`config.mk`:
```
export PLATFORM = sky130hd
export DESIGN_NAME = watchdog_unit
export DESIGN_NICKNAME = d
export VERILOG_FILES = /design/src/logic/watchdog_pkg.sv /design/src/logic/prescale_if.sv /design/src/logic/prescaler.sv /design/src/logic/watchdog_unit.sv
export SDC_FILE = /design/constraint.sdc
export NUM_CORES = 1
export LEC_CHECK = 0
export BUFFER_PORTS_ARGS = -buffer_cell sky130_fd_sc_hd__clkbuf_2
export CORE_ASPECT_RATIO = 2
export CORE_MARGIN = 10
export CORE_UTILIZATION = 53
export CTS_CLUSTER_SIZE = 40
export DETAILED_ROUTE_END_ITERATION = 10
export PLACE_DENSITY = 0.79
export SLEW_MARGIN = 30
export SYNTH_ARGS = -nofsm -noshare
export SYNTH_HDL_FRONTEND = slang
export SYNTH_HIERARCHICAL = 1
export SYNTH_SLANG_ARGS = --single-unit
```
`constraint.sdc`:
```
create_clock -name mclk -period 4.26 [get_ports mclk]
set_input_delay 0.639 -clock mclk [delete_from_list [all_inputs] [get_ports mclk]]
set_output_delay 0.639 -clock mclk [all_outputs]
set_load 0.03 [all_outputs]
```
`src/logic/watchdog_pkg.sv`:
```
// constants shared by the watchdog / interval timer design
`default_nettype none
package watchdog_pkg;
    // ***************************************************************
    // register addresses (lower 16 bits)
    // ***************************************************************
    localparam logic [15:0] addr_tcs_write    = 16'hffbc;  // count and control share it
    localparam logic [15:0] addr_tcs_read     = 16'hffbc;
    localparam logic [15:0] addr_count_read   = 16'hffbd;
    localparam logic [15:0] addr_rstcs_write  = 16'hffbe;
    localparam logic [15:0] addr_rstcs_read   = 16'hffbf;

    // ***************************************************************
    // password keys in the upper byte of a word write
    // ***************************************************************
    localparam logic [7:0] key_count   = 8'h5a;  // counter, or reset enable/select
    localparam logic [7:0] key_control = 8'ha5;  // control, or watchdog flag clear
    localparam logic [7:0] flag_clear_data = 8'h00;

    // ***************************************************************
    // field positions
    // ***************************************************************
    localparam int ovf_bit   = 7;
    localparam int mode_bit  = 6;
    localparam int tme_bit   = 5;
    localparam int cks_lsb   = 0;
    localparam int watchdog_overflow_flag_bit  = 7;
    localparam int reset_on_overflow_enable_bit  = 6;
    localparam int reset_type_select_bit  = 5;

    // ***************************************************************
    // reset values
    // ***************************************************************
    localparam logic [7:0] tcs_reset     = 8'h18;
    localparam logic [7:0] count_reset   = 8'h00;
    localparam logic [7:0] rstcs_reset   = 8'h1f;
    localparam logic [1:0] tcs_fixed     = 2'b11;    // bits 4 and 3
    localparam logic [4:0] rstcs_fixed   = 5'b11111; // bits 4 to 0
    localparam logic [2:0] cks_reset     = 3'h0;
    localparam logic [7:0] count_wrap    = 8'hff;

    // ***************************************************************
    // prescaler: divider bits that must be all ones for each tap
    // ***************************************************************
    localparam int div_width = 17;  // 131072 = 2**17
    localparam logic [4:0] tap_bits [8] = '{5'h01, 5'h06, 5'h07, 5'h09,
                                            5'h0b, 5'h0d, 5'h0f, 5'h11};

    // ***************************************************************
    // timing: one state is one mclk period (25 MHz, 40 ns)
    // ***************************************************************
    localparam int states_per_cycle    = 1;
    localparam int ovf_states_reset_on_overflow_enable     = 132;
    localparam int ovf_states_no_reset_on_overflow_enable  = 130;
    localparam int int_reset_states    = 518;
    localparam logic [9:0] ovf_cycles_reset_on_overflow_enable    = 10'(ovf_states_reset_on_overflow_enable / states_per_cycle);
    localparam logic [9:0] ovf_cycles_no_reset_on_overflow_enable = 10'(ovf_states_no_reset_on_overflow_enable / states_per_cycle);
    localparam logic [9:0] int_reset_cycles   = 10'(int_reset_states / states_per_cycle);
endpackage
`default_nettype wire

```
`src/logic/prescale_if.sv`:
```
// carrier between the timer core and its clock prescaler
`default_nettype none
interface prescale_if;
    logic [2:0] select;  // clock select code
    logic       tick;    // one-cycle tap event
    modport source (input select, output tick);
    modport sink   (output select, input tick);
endinterface
`default_nettype wire

```
`src/logic/prescaler.sv`:
```
// free-running divider of the system clock with eight selectable taps
`default_nettype none
module prescaler
    import watchdog_pkg::*;
(
    input  wire logic   mclk,
    input  wire logic   srst,
    prescale_if.source  pre
);
    logic [div_width-1:0] divider;
    logic [div_width-1:0] tap_mask;
    logic [div_width-1:0] next_divider;

    // ***************************************************************
    // tap decode
    // ***************************************************************
    // free-running tap events
    assign tap_mask     = div_width'((18'h1 << tap_bits[pre.select]) - 18'h1);
    assign next_divider = divider + 17'h1;

    // divider runs from reset on; a tap fires when its low bits wrap
    always_ff @(posedge mclk)
    begin
        if (srst)
        begin
            divider  <= '0;
            pre.tick <= 1'b0;
        end
        else
        begin
            divider  <= next_divider;
            pre.tick <= ((divider & tap_mask) == tap_mask);
        end
    end
endmodule // prescaler
`default_nettype wire

```
`src/logic/watchdog_unit.sv`:
```
// watchdog / interval timer core with password-protected registers
//
// Behaviour
// - 8-bit counter counts selected ticks when enabled
// - rollover: overflow pin or interval interrupt
// - counter cleared by reset, hardware standby, enable off
// - control register resets to 18 hex
// - interval flag set only in interval mode
// - flag clears on 0 write after read-1
// - bit 6 selects interval or watchdog mode
// - bit 5 enables counting, reset value 0
// - control bits 4 and 3 read 1
// - three select bits pick eight divide ratios
// - shared write address, separate read addresses
// - overflow pin driven only in watchdog mode
// - optional power-on or manual chip reset
// - only password writes accepted
// - reset-control resets to 1f, bit7 write-0 only
// - word write, key selects counter or control
// - reset-control keys: flag clear or enable/select
// - reset-control fields and reserved ones
// - pin low 132/130 states, reset 518
`default_nettype none
module watchdog_unit
    import watchdog_pkg::*;
(
    input  wire logic        mclk,
    input  wire logic        srst,
    input  wire logic        hw_standby,
    input  wire logic        sw_standby,
    input  wire logic [15:0] bus_addr,
    input  wire logic [15:0] bus_wdata,
    input  wire logic        bus_write,
    input  wire logic        bus_word,
    input  wire logic        bus_read,
    output logic      [7:0]  bus_rdata,
    output logic             overflow_output_n,
    output logic             interval_interrupt_request,
    output logic             internal_reset,
    output logic             internal_reset_manual
);
    // ***************************************************************
    // state
    // ***************************************************************
    logic [7:0] timer_count;
    logic       interval_overflow_flag;
    logic       mode_select;
    logic       timer_enable;
    logic [2:0] clock_select;
    logic       watchdog_overflow_flag;
    logic       reset_on_overflow_enable;
    logic       reset_type_select;
    logic       ovf_read_one;   // interval flag was read as 1
    logic       watchdog_overflow_flag_read_one;  // watchdog flag was read as 1
    logic [9:0] pin_count;
    logic [9:0] reset_count;

    prescale_if pre_link ();

    prescaler u_prescaler
    (
        .mclk (mclk),
        .srst (srst),
        .pre  (pre_link.source)
    );

    // ***************************************************************
    // address and password decode
    // ***************************************************************
    logic [7:0] key;
    logic [7:0] wbyte;
    logic       word_wr;
    logic       wr_count;
    logic       wr_control;
    logic       wr_watchdog_overflow_flag_clear;
    logic       wr_rst_fields;
    logic       rd_control;
    logic       rd_count;
    logic       rd_rstcs;

    assign key   = bus_wdata[15:8];
    assign wbyte = bus_wdata[7:0];
    assign word_wr = bus_write && bus_word;
    assign wr_count      = word_wr && bus_addr == addr_tcs_write && key == key_count;
    assign wr_control    = word_wr && bus_addr == addr_tcs_write && key == key_control;
    assign wr_watchdog_overflow_flag_clear = word_wr && bus_addr == addr_rstcs_write && key == key_control
                           && wbyte == flag_clear_data;
    assign wr_rst_fields = word_wr && bus_addr == addr_rstcs_write && key == key_count;
    assign rd_control = bus_read && bus_addr == addr_tcs_read;
    assign rd_count   = bus_read && bus_addr == addr_count_read;
    assign rd_rstcs   = bus_read && bus_addr == addr_rstcs_read;

    // ***************************************************************
    // register images
    // ***************************************************************
    logic [7:0] tcs_value;
    logic [7:0] rstcs_value;
    logic [7:0] next_rdata;

    assign tcs_value   = {interval_overflow_flag, mode_select, timer_enable,
                          tcs_fixed, clock_select};
    // reset-control layout, low bits read 1
    assign rstcs_value = {watchdog_overflow_flag, reset_on_overflow_enable,
                          reset_type_select, rstcs_fixed};
    // unmapped reads return zero
    assign next_rdata  = rd_control ? tcs_value :
                         rd_count   ? timer_count :
                         rd_rstcs   ? rstcs_value : 8'h00;

    // ***************************************************************
    // counting and overflow detection
    // ***************************************************************
    logic       count_step;
    logic       rollover;
    logic       next_enable;
    logic [7:0] next_count;

    assign pre_link.select = clock_select;
    // software standby freezes the count but keeps it
    assign count_step = timer_enable && pre_link.tick && !sw_standby;
    assign rollover   = count_step && timer_count == count_wrap && !wr_count;
    assign next_enable = wr_control ? wbyte[tme_bit] : timer_enable;
    // enable off holds counter at zero
    assign next_count = !next_enable ? count_reset :
                        wr_count     ? wbyte :
                        count_step   ? timer_count + 8'h01 : timer_count;

    // ***************************************************************
    // flag clear qualification
    // ***************************************************************
    logic ovf_set;
    logic ovf_clear;
    logic watchdog_overflow_flag_set;
    logic watchdog_overflow_flag_clear;

    assign ovf_set    = rollover && !mode_select;
    // clear needs a prior read of 1, write 1 ignored
    assign ovf_clear  = wr_control && !wbyte[ovf_bit] && ovf_read_one;
    assign watchdog_overflow_flag_set   = rollover && mode_select;
    assign watchdog_overflow_flag_clear = wr_watchdog_overflow_flag_clear && watchdog_overflow_flag_read_one;

    // counter and control: cleared by chip reset and hardware standby
    always_ff @(posedge mclk)
    begin
        if (srst || hw_standby)
        begin
            timer_count            <= count_reset;
            interval_overflow_flag <= tcs_reset[ovf_bit];
            mode_select            <= tcs_reset[mode_bit];
            timer_enable           <= tcs_reset[tme_bit];
            clock_select           <= cks_reset;
            ovf_read_one           <= 1'b0;
        end
        else
        begin
            timer_count <= next_count;
            interval_overflow_flag <= ovf_set | (interval_overflow_flag & ~ovf_clear);
            if (wr_control)
            begin
                mode_select  <= wbyte[mode_bit];
                timer_enable <= wbyte[tme_bit];
                clock_select <= wbyte[cks_lsb +: 3];
            end
            if (wr_control)
                ovf_read_one <= 1'b0;
            else if (rd_control && interval_overflow_flag)
                ovf_read_one <= 1'b1;
        end
    end

    // reset-control register: only the chip reset initialises it
    always_ff @(posedge mclk)
    begin
        if (srst)
        begin
            watchdog_overflow_flag   <= rstcs_reset[watchdog_overflow_flag_bit];
            reset_on_overflow_enable <= rstcs_reset[reset_on_overflow_enable_bit];
            reset_type_select        <= rstcs_reset[reset_type_select_bit];
            watchdog_overflow_flag_read_one            <= 1'b0;
        end
        else
        begin
            // set on watchdog rollover, set wins
            watchdog_overflow_flag <= watchdog_overflow_flag_set | (watchdog_overflow_flag & ~watchdog_overflow_flag_clear);
            if (wr_rst_fields)
            begin
                reset_on_overflow_enable <= wbyte[reset_on_overflow_enable_bit];
                reset_type_select        <= wbyte[reset_type_select_bit];
            end
            if (wr_watchdog_overflow_flag_clear)
                watchdog_overflow_flag_read_one <= 1'b0;
            else if (rd_rstcs && watchdog_overflow_flag)
                watchdog_overflow_flag_read_one <= 1'b1;
        end
    end

    // ***************************************************************
    // pulse generation
    // ***************************************************************
    logic [9:0] pin_len;
    logic       fire_reset;

    // pin width depends on reset enable
    assign pin_len    = reset_on_overflow_enable ? ovf_cycles_reset_on_overflow_enable : ovf_cycles_no_reset_on_overflow_enable;
    assign fire_reset = watchdog_overflow_flag_set && reset_on_overflow_enable;

    // pulse counters; hardware standby cuts a pulse short
    always_ff @(posedge mclk)
    begin
        if (srst || hw_standby)
        begin
            pin_count             <= 10'h000;
            reset_count           <= 10'h000;
            overflow_output_n     <= 1'b1;
            internal_reset        <= 1'b0;
            internal_reset_manual <= 1'b0;
        end
        else
        begin
            // pin driven only on watchdog rollover
            if (watchdog_overflow_flag_set)
                pin_count <= pin_len - 10'h001;
            else if (pin_count != 10'h000)
                pin_count <= pin_count - 10'h001;
            overflow_output_n <= !(watchdog_overflow_flag_set || pin_count != 10'h000);
            if (fire_reset)
                reset_count <= int_reset_cycles - 10'h001;
            else if (reset_count != 10'h000)
                reset_count <= reset_count - 10'h001;
            internal_reset <= fire_reset || reset_count != 10'h000;
            if (fire_reset)
                internal_reset_manual <= reset_type_select;
        end
    end

    // ***************************************************************
    // read port and interrupt
    // ***************************************************************
    always_ff @(posedge mclk)
    begin
        if (srst)
        begin
            bus_rdata                  <= 8'h00;
            interval_interrupt_request <= 1'b0;
        end
        else
        begin
            bus_rdata <= next_rdata;
            interval_interrupt_request <= interval_overflow_flag && !mode_select;
        end
    end
endmodule // watchdog_unit
`default_nettype wire

```
==> Yosys cells after proc, flatten, opt, wreduce, memory -nomap -nowiden <==
Memory sizes are Yosys's and may differ from the RTL's.
Index checks and enable logic that the tools add are counted.
{ "word_totals": {"elab_cells": 101, "ram_bits": 0, "out_inout_bits": 12, "rom_bits": 40, "latchBits": 0, "memories": 1, "reg_bits": 69, "in_bits": 39} }
{ "mem_list": {"columns": ["name", "words", "word_bits", "rd", "rd_clocked_by_memory_dff", "write_ports", "line", "rtl"], "rows": [
  ["(no name shown)", 8, 5, 1, 0, 0, "prescaler.sv:18", "assign tap_mask = div_width'((18'h1 << tap_bits[pre.select]) - 18'h1);"]
]} }
{ "classes": {"add_sub_neg": 6, "n_reduce_logical": 42, "multipliers": 0, "muxes": 13, "n_shift": 1, "eq_ne": 8, "n_lt_le_gt_ge": 1, "n_div": 0, "n_bitwise": 9} }
{ "ops": {"columns": ["cell", "n"], "rows": [
  ["16-bit == test (second input constant)", 4],
  ["10-bit 2-to-1 mux", 4],
  ["8-bit 2-to-1 mux", 5],
  ["1-bit logical AND", 24],
  ["10-bit nonzero test", 2],
  ["10-bit by 1-bit subtractor with 10-bit output (second input constant)", 2],
  ["17-bit by 1-bit adder with 17-bit output (second input constant)", 1],
  ["17-bit bitwise AND", 1],
  ["17-bit == test", 1],
  ["1-bit by 5-bit left shift with 17-bit output (first input constant)", 1],
  ["17-bit by 1-bit subtractor with 17-bit output (second input constant)", 1],
  ["8-bit == test (second input constant)", 2],
  ["5-bit 2-to-1 mux", 2],
  ["8-bit by 1-bit subtractor with 9-bit output (second input constant)", 1],
  ["8-bit by 1-bit adder with 8-bit output (second input constant)", 1],
  ["8-bit by 7-bit == test with 1-bit output (second input constant)", 1],
  ["8-bit logical NOT", 1],
  ["2-bit OR reduction", 4],
  ["2-bit nonzero test", 3],
  ["1-bit logical NOT", 5],
  ["4-bit >= comparator (second input constant)", 1],
  ["3-bit NOT with 4-bit output", 1],
  ["1-bit logical OR", 3],
  ["3-bit 2-to-1 mux", 1],
  ["other kinds (4)", 8]
]} }

==> Depth between registers and ports, before layout <==
{ "depth": {"depth_word": 8, "depth_mapped": 9, "mapped_depth_nobuf": 9} }

==> Modules after synthesis <==
Netlist, hierarchy kept.
{ "by_module_without_submodules": {"columns": ["mod", "area_each_um2", "instances", "cells_per_inst", "seq_area_each_um2"], "rows": [
  ["watchdog_unit", 2499.9, 1, 277, 1021.0],
  ["prescaler", 1087.3, 1, 135, 360.3]
]} }

==> Least setup slack after synthesis <==
Ideal clock, no wire load.
{ "synth_timing": {"path_kind": "register -> register", "start": "register clock_select[1]", "end": "register u_prescaler.pre.tick", "period_less_slack_ps": 2455, "arrival_time_ps": 2367, "n_path_buf": 0, "setup_ps": 88, "stages_incl_launch_ff": 10, "required_ps": 4172, "setup_slack_ps": 1805, "path_cell_list": "dfxtp_1 -> inv_1 -> ha_1 -> nor3b_1 -> nand2_1 -> ha_1 -> nor2_1 -> a211o_1 -> a2111o_1 -> nor4_2"} }
{ "synth_via": {"elab_chain_cells": 8} }
{ "synth_lines": {"columns": ["element", "line", "rtl"], "rows": [
  ["from (decl)", "watchdog_unit.sv:49", "logic [2:0] clock_select;"],
  ["from (signal assigned)", "watchdog_unit.sv:151", "clock_select <= cks_reset;"],
  ["from (signal assigned)", "watchdog_unit.sv:162", "clock_select <= wbyte[cks_lsb +: 3];"],
  ["3-bit NOT with 4-bit output (not written as such) *", "prescaler.sv:18", null],
  ["memory 8 x 5 bit *", null, null],
  ["5-bit 2-to-1 mux (not written as such) * (2 in a row)", "prescaler.sv:18", null],
  ["1-bit by 5-bit left shift with 17-bit output *", "prescaler.sv:18", null],
  ["17-bit by 1-bit subtractor with 17-bit output *", "prescaler.sv:18", null],
  ["17-bit bitwise AND", "prescaler.sv:32", "pre.tick <= ((divider & tap_mask) == tap_mask);"],
  ["17-bit == test *", "prescaler.sv:32", null],
  ["to (signal assigned)", "prescaler.sv:32", null],
  ["to (decl)", "prescale_if.sv:6", "modport source (input select, output tick);"]
]} }
Mark *: on every way between the ends. The rest lies on a longest branch, timed or not. The select of a mux whose other input is x is not followed.
A chain may end at the register's enable or synchronous reset.

==> Worst setup path in the final report <==
Ends and elaborated chain as after synthesis.

==> flow_summary.json <==
{
  "clk_latency_ns": 0.34,
  "crit_fanout": 13,
  "whs_path_depth": 2,
  "setup_ws_ns": 1.32,
  "synth.cells.most_frequent": "69 x dfxtp_1, 61 x nor2_1, 24 x a21oi_1, 18 x nand3_1",
  "ir_drop_mv": 0.290,
  "ant_nets": 0,
  "core_um2": 6620,
  "min_period_over_period_pct": 69.0,
  "clk_pin_slew_ns": 0.06,
  "drive_above_1_share_pct": 18.9,
  "die_area_um2": 10700,
  "tns_ns": 0,
  "clock_path_buffers": 2,
  "die_w_um": 78.2,
  "final_util_pct": 63.4,
  "gp_routability_congestion": 0.901,
  "cp.required_ns": 4.52,
  "worstReg2RegEnd": "u_prescaler/pre.tick",
  "io_pins": 51,
  "leakagePower_nw": 1.70,
  "syn_area_um2": 3590,
  "max_slew.worst_pin.slew_ns": 0.860,
  "start_kind": "flip-flop",
  "rrSetupSlack_ns": 1.32,
  "drt_iter0_markers": 180,
  "synth_most_common_cell": "dfxtp_1",
  "finalClockSkew_ns": 0.00777,
  "fp-row-count": 42,
  "avgSynthCellArea_um2": 8.71,
  "rsz0062_at_grt": "no",
  "synth_warnings": 6,
  "track_usage_pct": 17.7,
  "synth.area.top_cells": "dfxtp_1 39%, nor2_1 6.4%, xnor2_1 4.2%",
  "synth-seq-area-share_pct": 38.5,
  "final_nets": 508,
  "synth-edff-count": 0,
  "drtPass1Iterations": 5,
  "maxSlewViolCount": 0,
  "hold_violations": 0,
  "drv_cap": 0,
  "clock-sinks": 69,
  "synth_area_leader_cell": "dfxtp_1",
  "grt_start_max_net_pins": 28,
  "cts_tree": "built",
  "power_density_nw_per_um2": 558,
  "synthToLayoutAreaGrowth_pct": 17.1,
  "gr-total-overflow": 0,
  "start_util_pct": 54.2,
  "die_y_um": 136,
  "portBuffers": 50,
  "ys_types": 65,
  "hold_buffers": 0,
  "cts-resized-gates": 0,
  "arrival_ns": 3.20,
  "finalSetupViolations": 0,
  "synth_ff_type": "dfxtp_1",
  "layout_min_cycle_time_ns": 2.94,
  "synthArstFlopShare_pct": 0,
  "viasPerCell": 6.05,
  "relSlewSlack_pct": 42.1,
  "power_mw": 2.34,
  "min_path_type": "reg2reg",
  "cts_inserted_buffers": 9,
  "ys_seq_elements": 69,
  "status": "finished clean",
  "drc": 0,
  "fillers": 591,
  "worstRegToRegCells": 9,
  "end_kind": "flip-flop",
  "root_buffer": "clkbuf_16",
  "netlist_instances": 412,
  "htree_num_levels": 3,
  "place_ws_ns": 1.35,
  "routedWlPerCell_um": 16.9,
  "hold_start": "internal_reset_manual",
  "fmax_mhz": 340,
  "rr_startpoint": "clock_select[1]",
  "antenna_found_initial": 0,
  "syn_nets": 460,
  "grt_pass1_vias": 3361,
  "grt_pass1_wl_um": 15300,
  "vias": 3346,
  "cts_setup_buffers": 0,
  "path_class": "reg2reg",
  "holdPathEnd": "internal_reset_manual",
  "synth.top_cell.area_share_pct": 38.5,
  "wirelength_um": 9370,
  "diodes": 0,
  "hpwl_um": 6960
}
==> sequential cells by signal, indices dropped and copies added, names as in the netlist, 3 cells and up <==
name                 cells
clock_select             3
pin_count               10
u_prescaler/divider     17
reset_count             10
timer_count              8
bus_rdata                8
==> per-layer routing <==
metal	part of all wire, %	global-route usage, %
met1	36	16.8
met5	0	0
met3	6.5	5.09
met4	3.7	11.4
met2	54	32.1
==> critical path: stages (launching register included) <==
cell and delay, ns:
dfxtp_1 0.50, inv_1 0.08, ha_1 0.51, nor3b_1 0.45, nand2b_1 0.12, ha_1 0.30, nor2_1 0.04, a211o_1 0.26
a2111o_1 0.35, nor4_2 0.25
==> kinds of logic after synthesis <==
| group | count (synthesis) | synth area share, % |
|---|---|---|
| and+or+nand+nor | 188 | 30.0 |
| AOI/OAI and AO/OA | 74 | 13.8 |
| DFF | 69 | 38.5 |
| xor gates and xnor gates | 31 | 7.57 |
| buffers and inverters | 30 | 3.80 |
| muxes | 11 | 3.14 |
| adders and majority gates | 9 | 3.14 |
==> per-stage QoR <==
| step | cells | hold slack (ns) | cell area [um2] |
|---|---|---|---|
| 6_report | 553 | 0.489 | 4200 |
| 2_1_floorplan | 412 | 0.441 | 3590 |
| 4_1_cts | 553 | 0.492 | 4200 |
| 5_1_grt | 553 | 0.517 | 4200 |
| 3_5_place_dp | 537 | 0.480 | 3870 |
| 3_3_place_gp | 537 | 0.473 | 3870 |
==> placed cells by master (no fill, tap or decap), types with 3 or more instances in the layout <==
cell type and instances:
nor2_1 61, nand2_1 15, and3_1 8, inv_1 17, ha_1 9, dfxtp_1 69, mux2i_1 9, a211oi_1 7
nand3_1 18, a22oi_1 3, nand4_1 12, nor3_1 13, clkbuf_2 50, nor4bb_1 4, xnor2_1 17, nand2b_1 6
clkbuf_16 9, or3_1 4, nor4_1 11, a21boi_0 3, nand3b_1 5, a21oi_1 24, xor2_1 14, nor3b_1 3
o21ai_0 14, nor2b_1 5
==> cell type report <==
cell class,count,area (um2),area share [%]
Timing Repair Buffer,50,250,5.96
Tap cell,88,110,2.62
Clock inverter,6,86.3,2.06
Sequential cell,69,1380,32.9
Inverter,17,63.8,1.52
Multi-Input combinational cell,313,2070,49.3
Clock buffer,10,239,5.69
==> worst max path at each step <==
stage | end | depth (start not counted) | from | slack, ns
after global routing | u_prescaler/pre.tick | 9 | clock_select[1] | 1.05
after floorplan | u_prescaler/pre.tick | 9 | clock_select[1] | 1.81
after global placement | u_prescaler/pre.tick | 9 | clock_select[1] | 1.48
after CTS | u_prescaler/pre.tick | 9 | clock_select[1] | 1.34
final | u_prescaler/pre.tick | 9 | clock_select[1] | 1.32
after detailed placement | u_prescaler/pre.tick | 9 | clock_select[1] | 1.35
==> where the power goes <==
group,internal (mW),switching (mW)
clock network,0.526,0.277
registers,0.726,0.0726
logic,0.309,0.432
No activity file was read; power rests on OpenSTA's default activity.
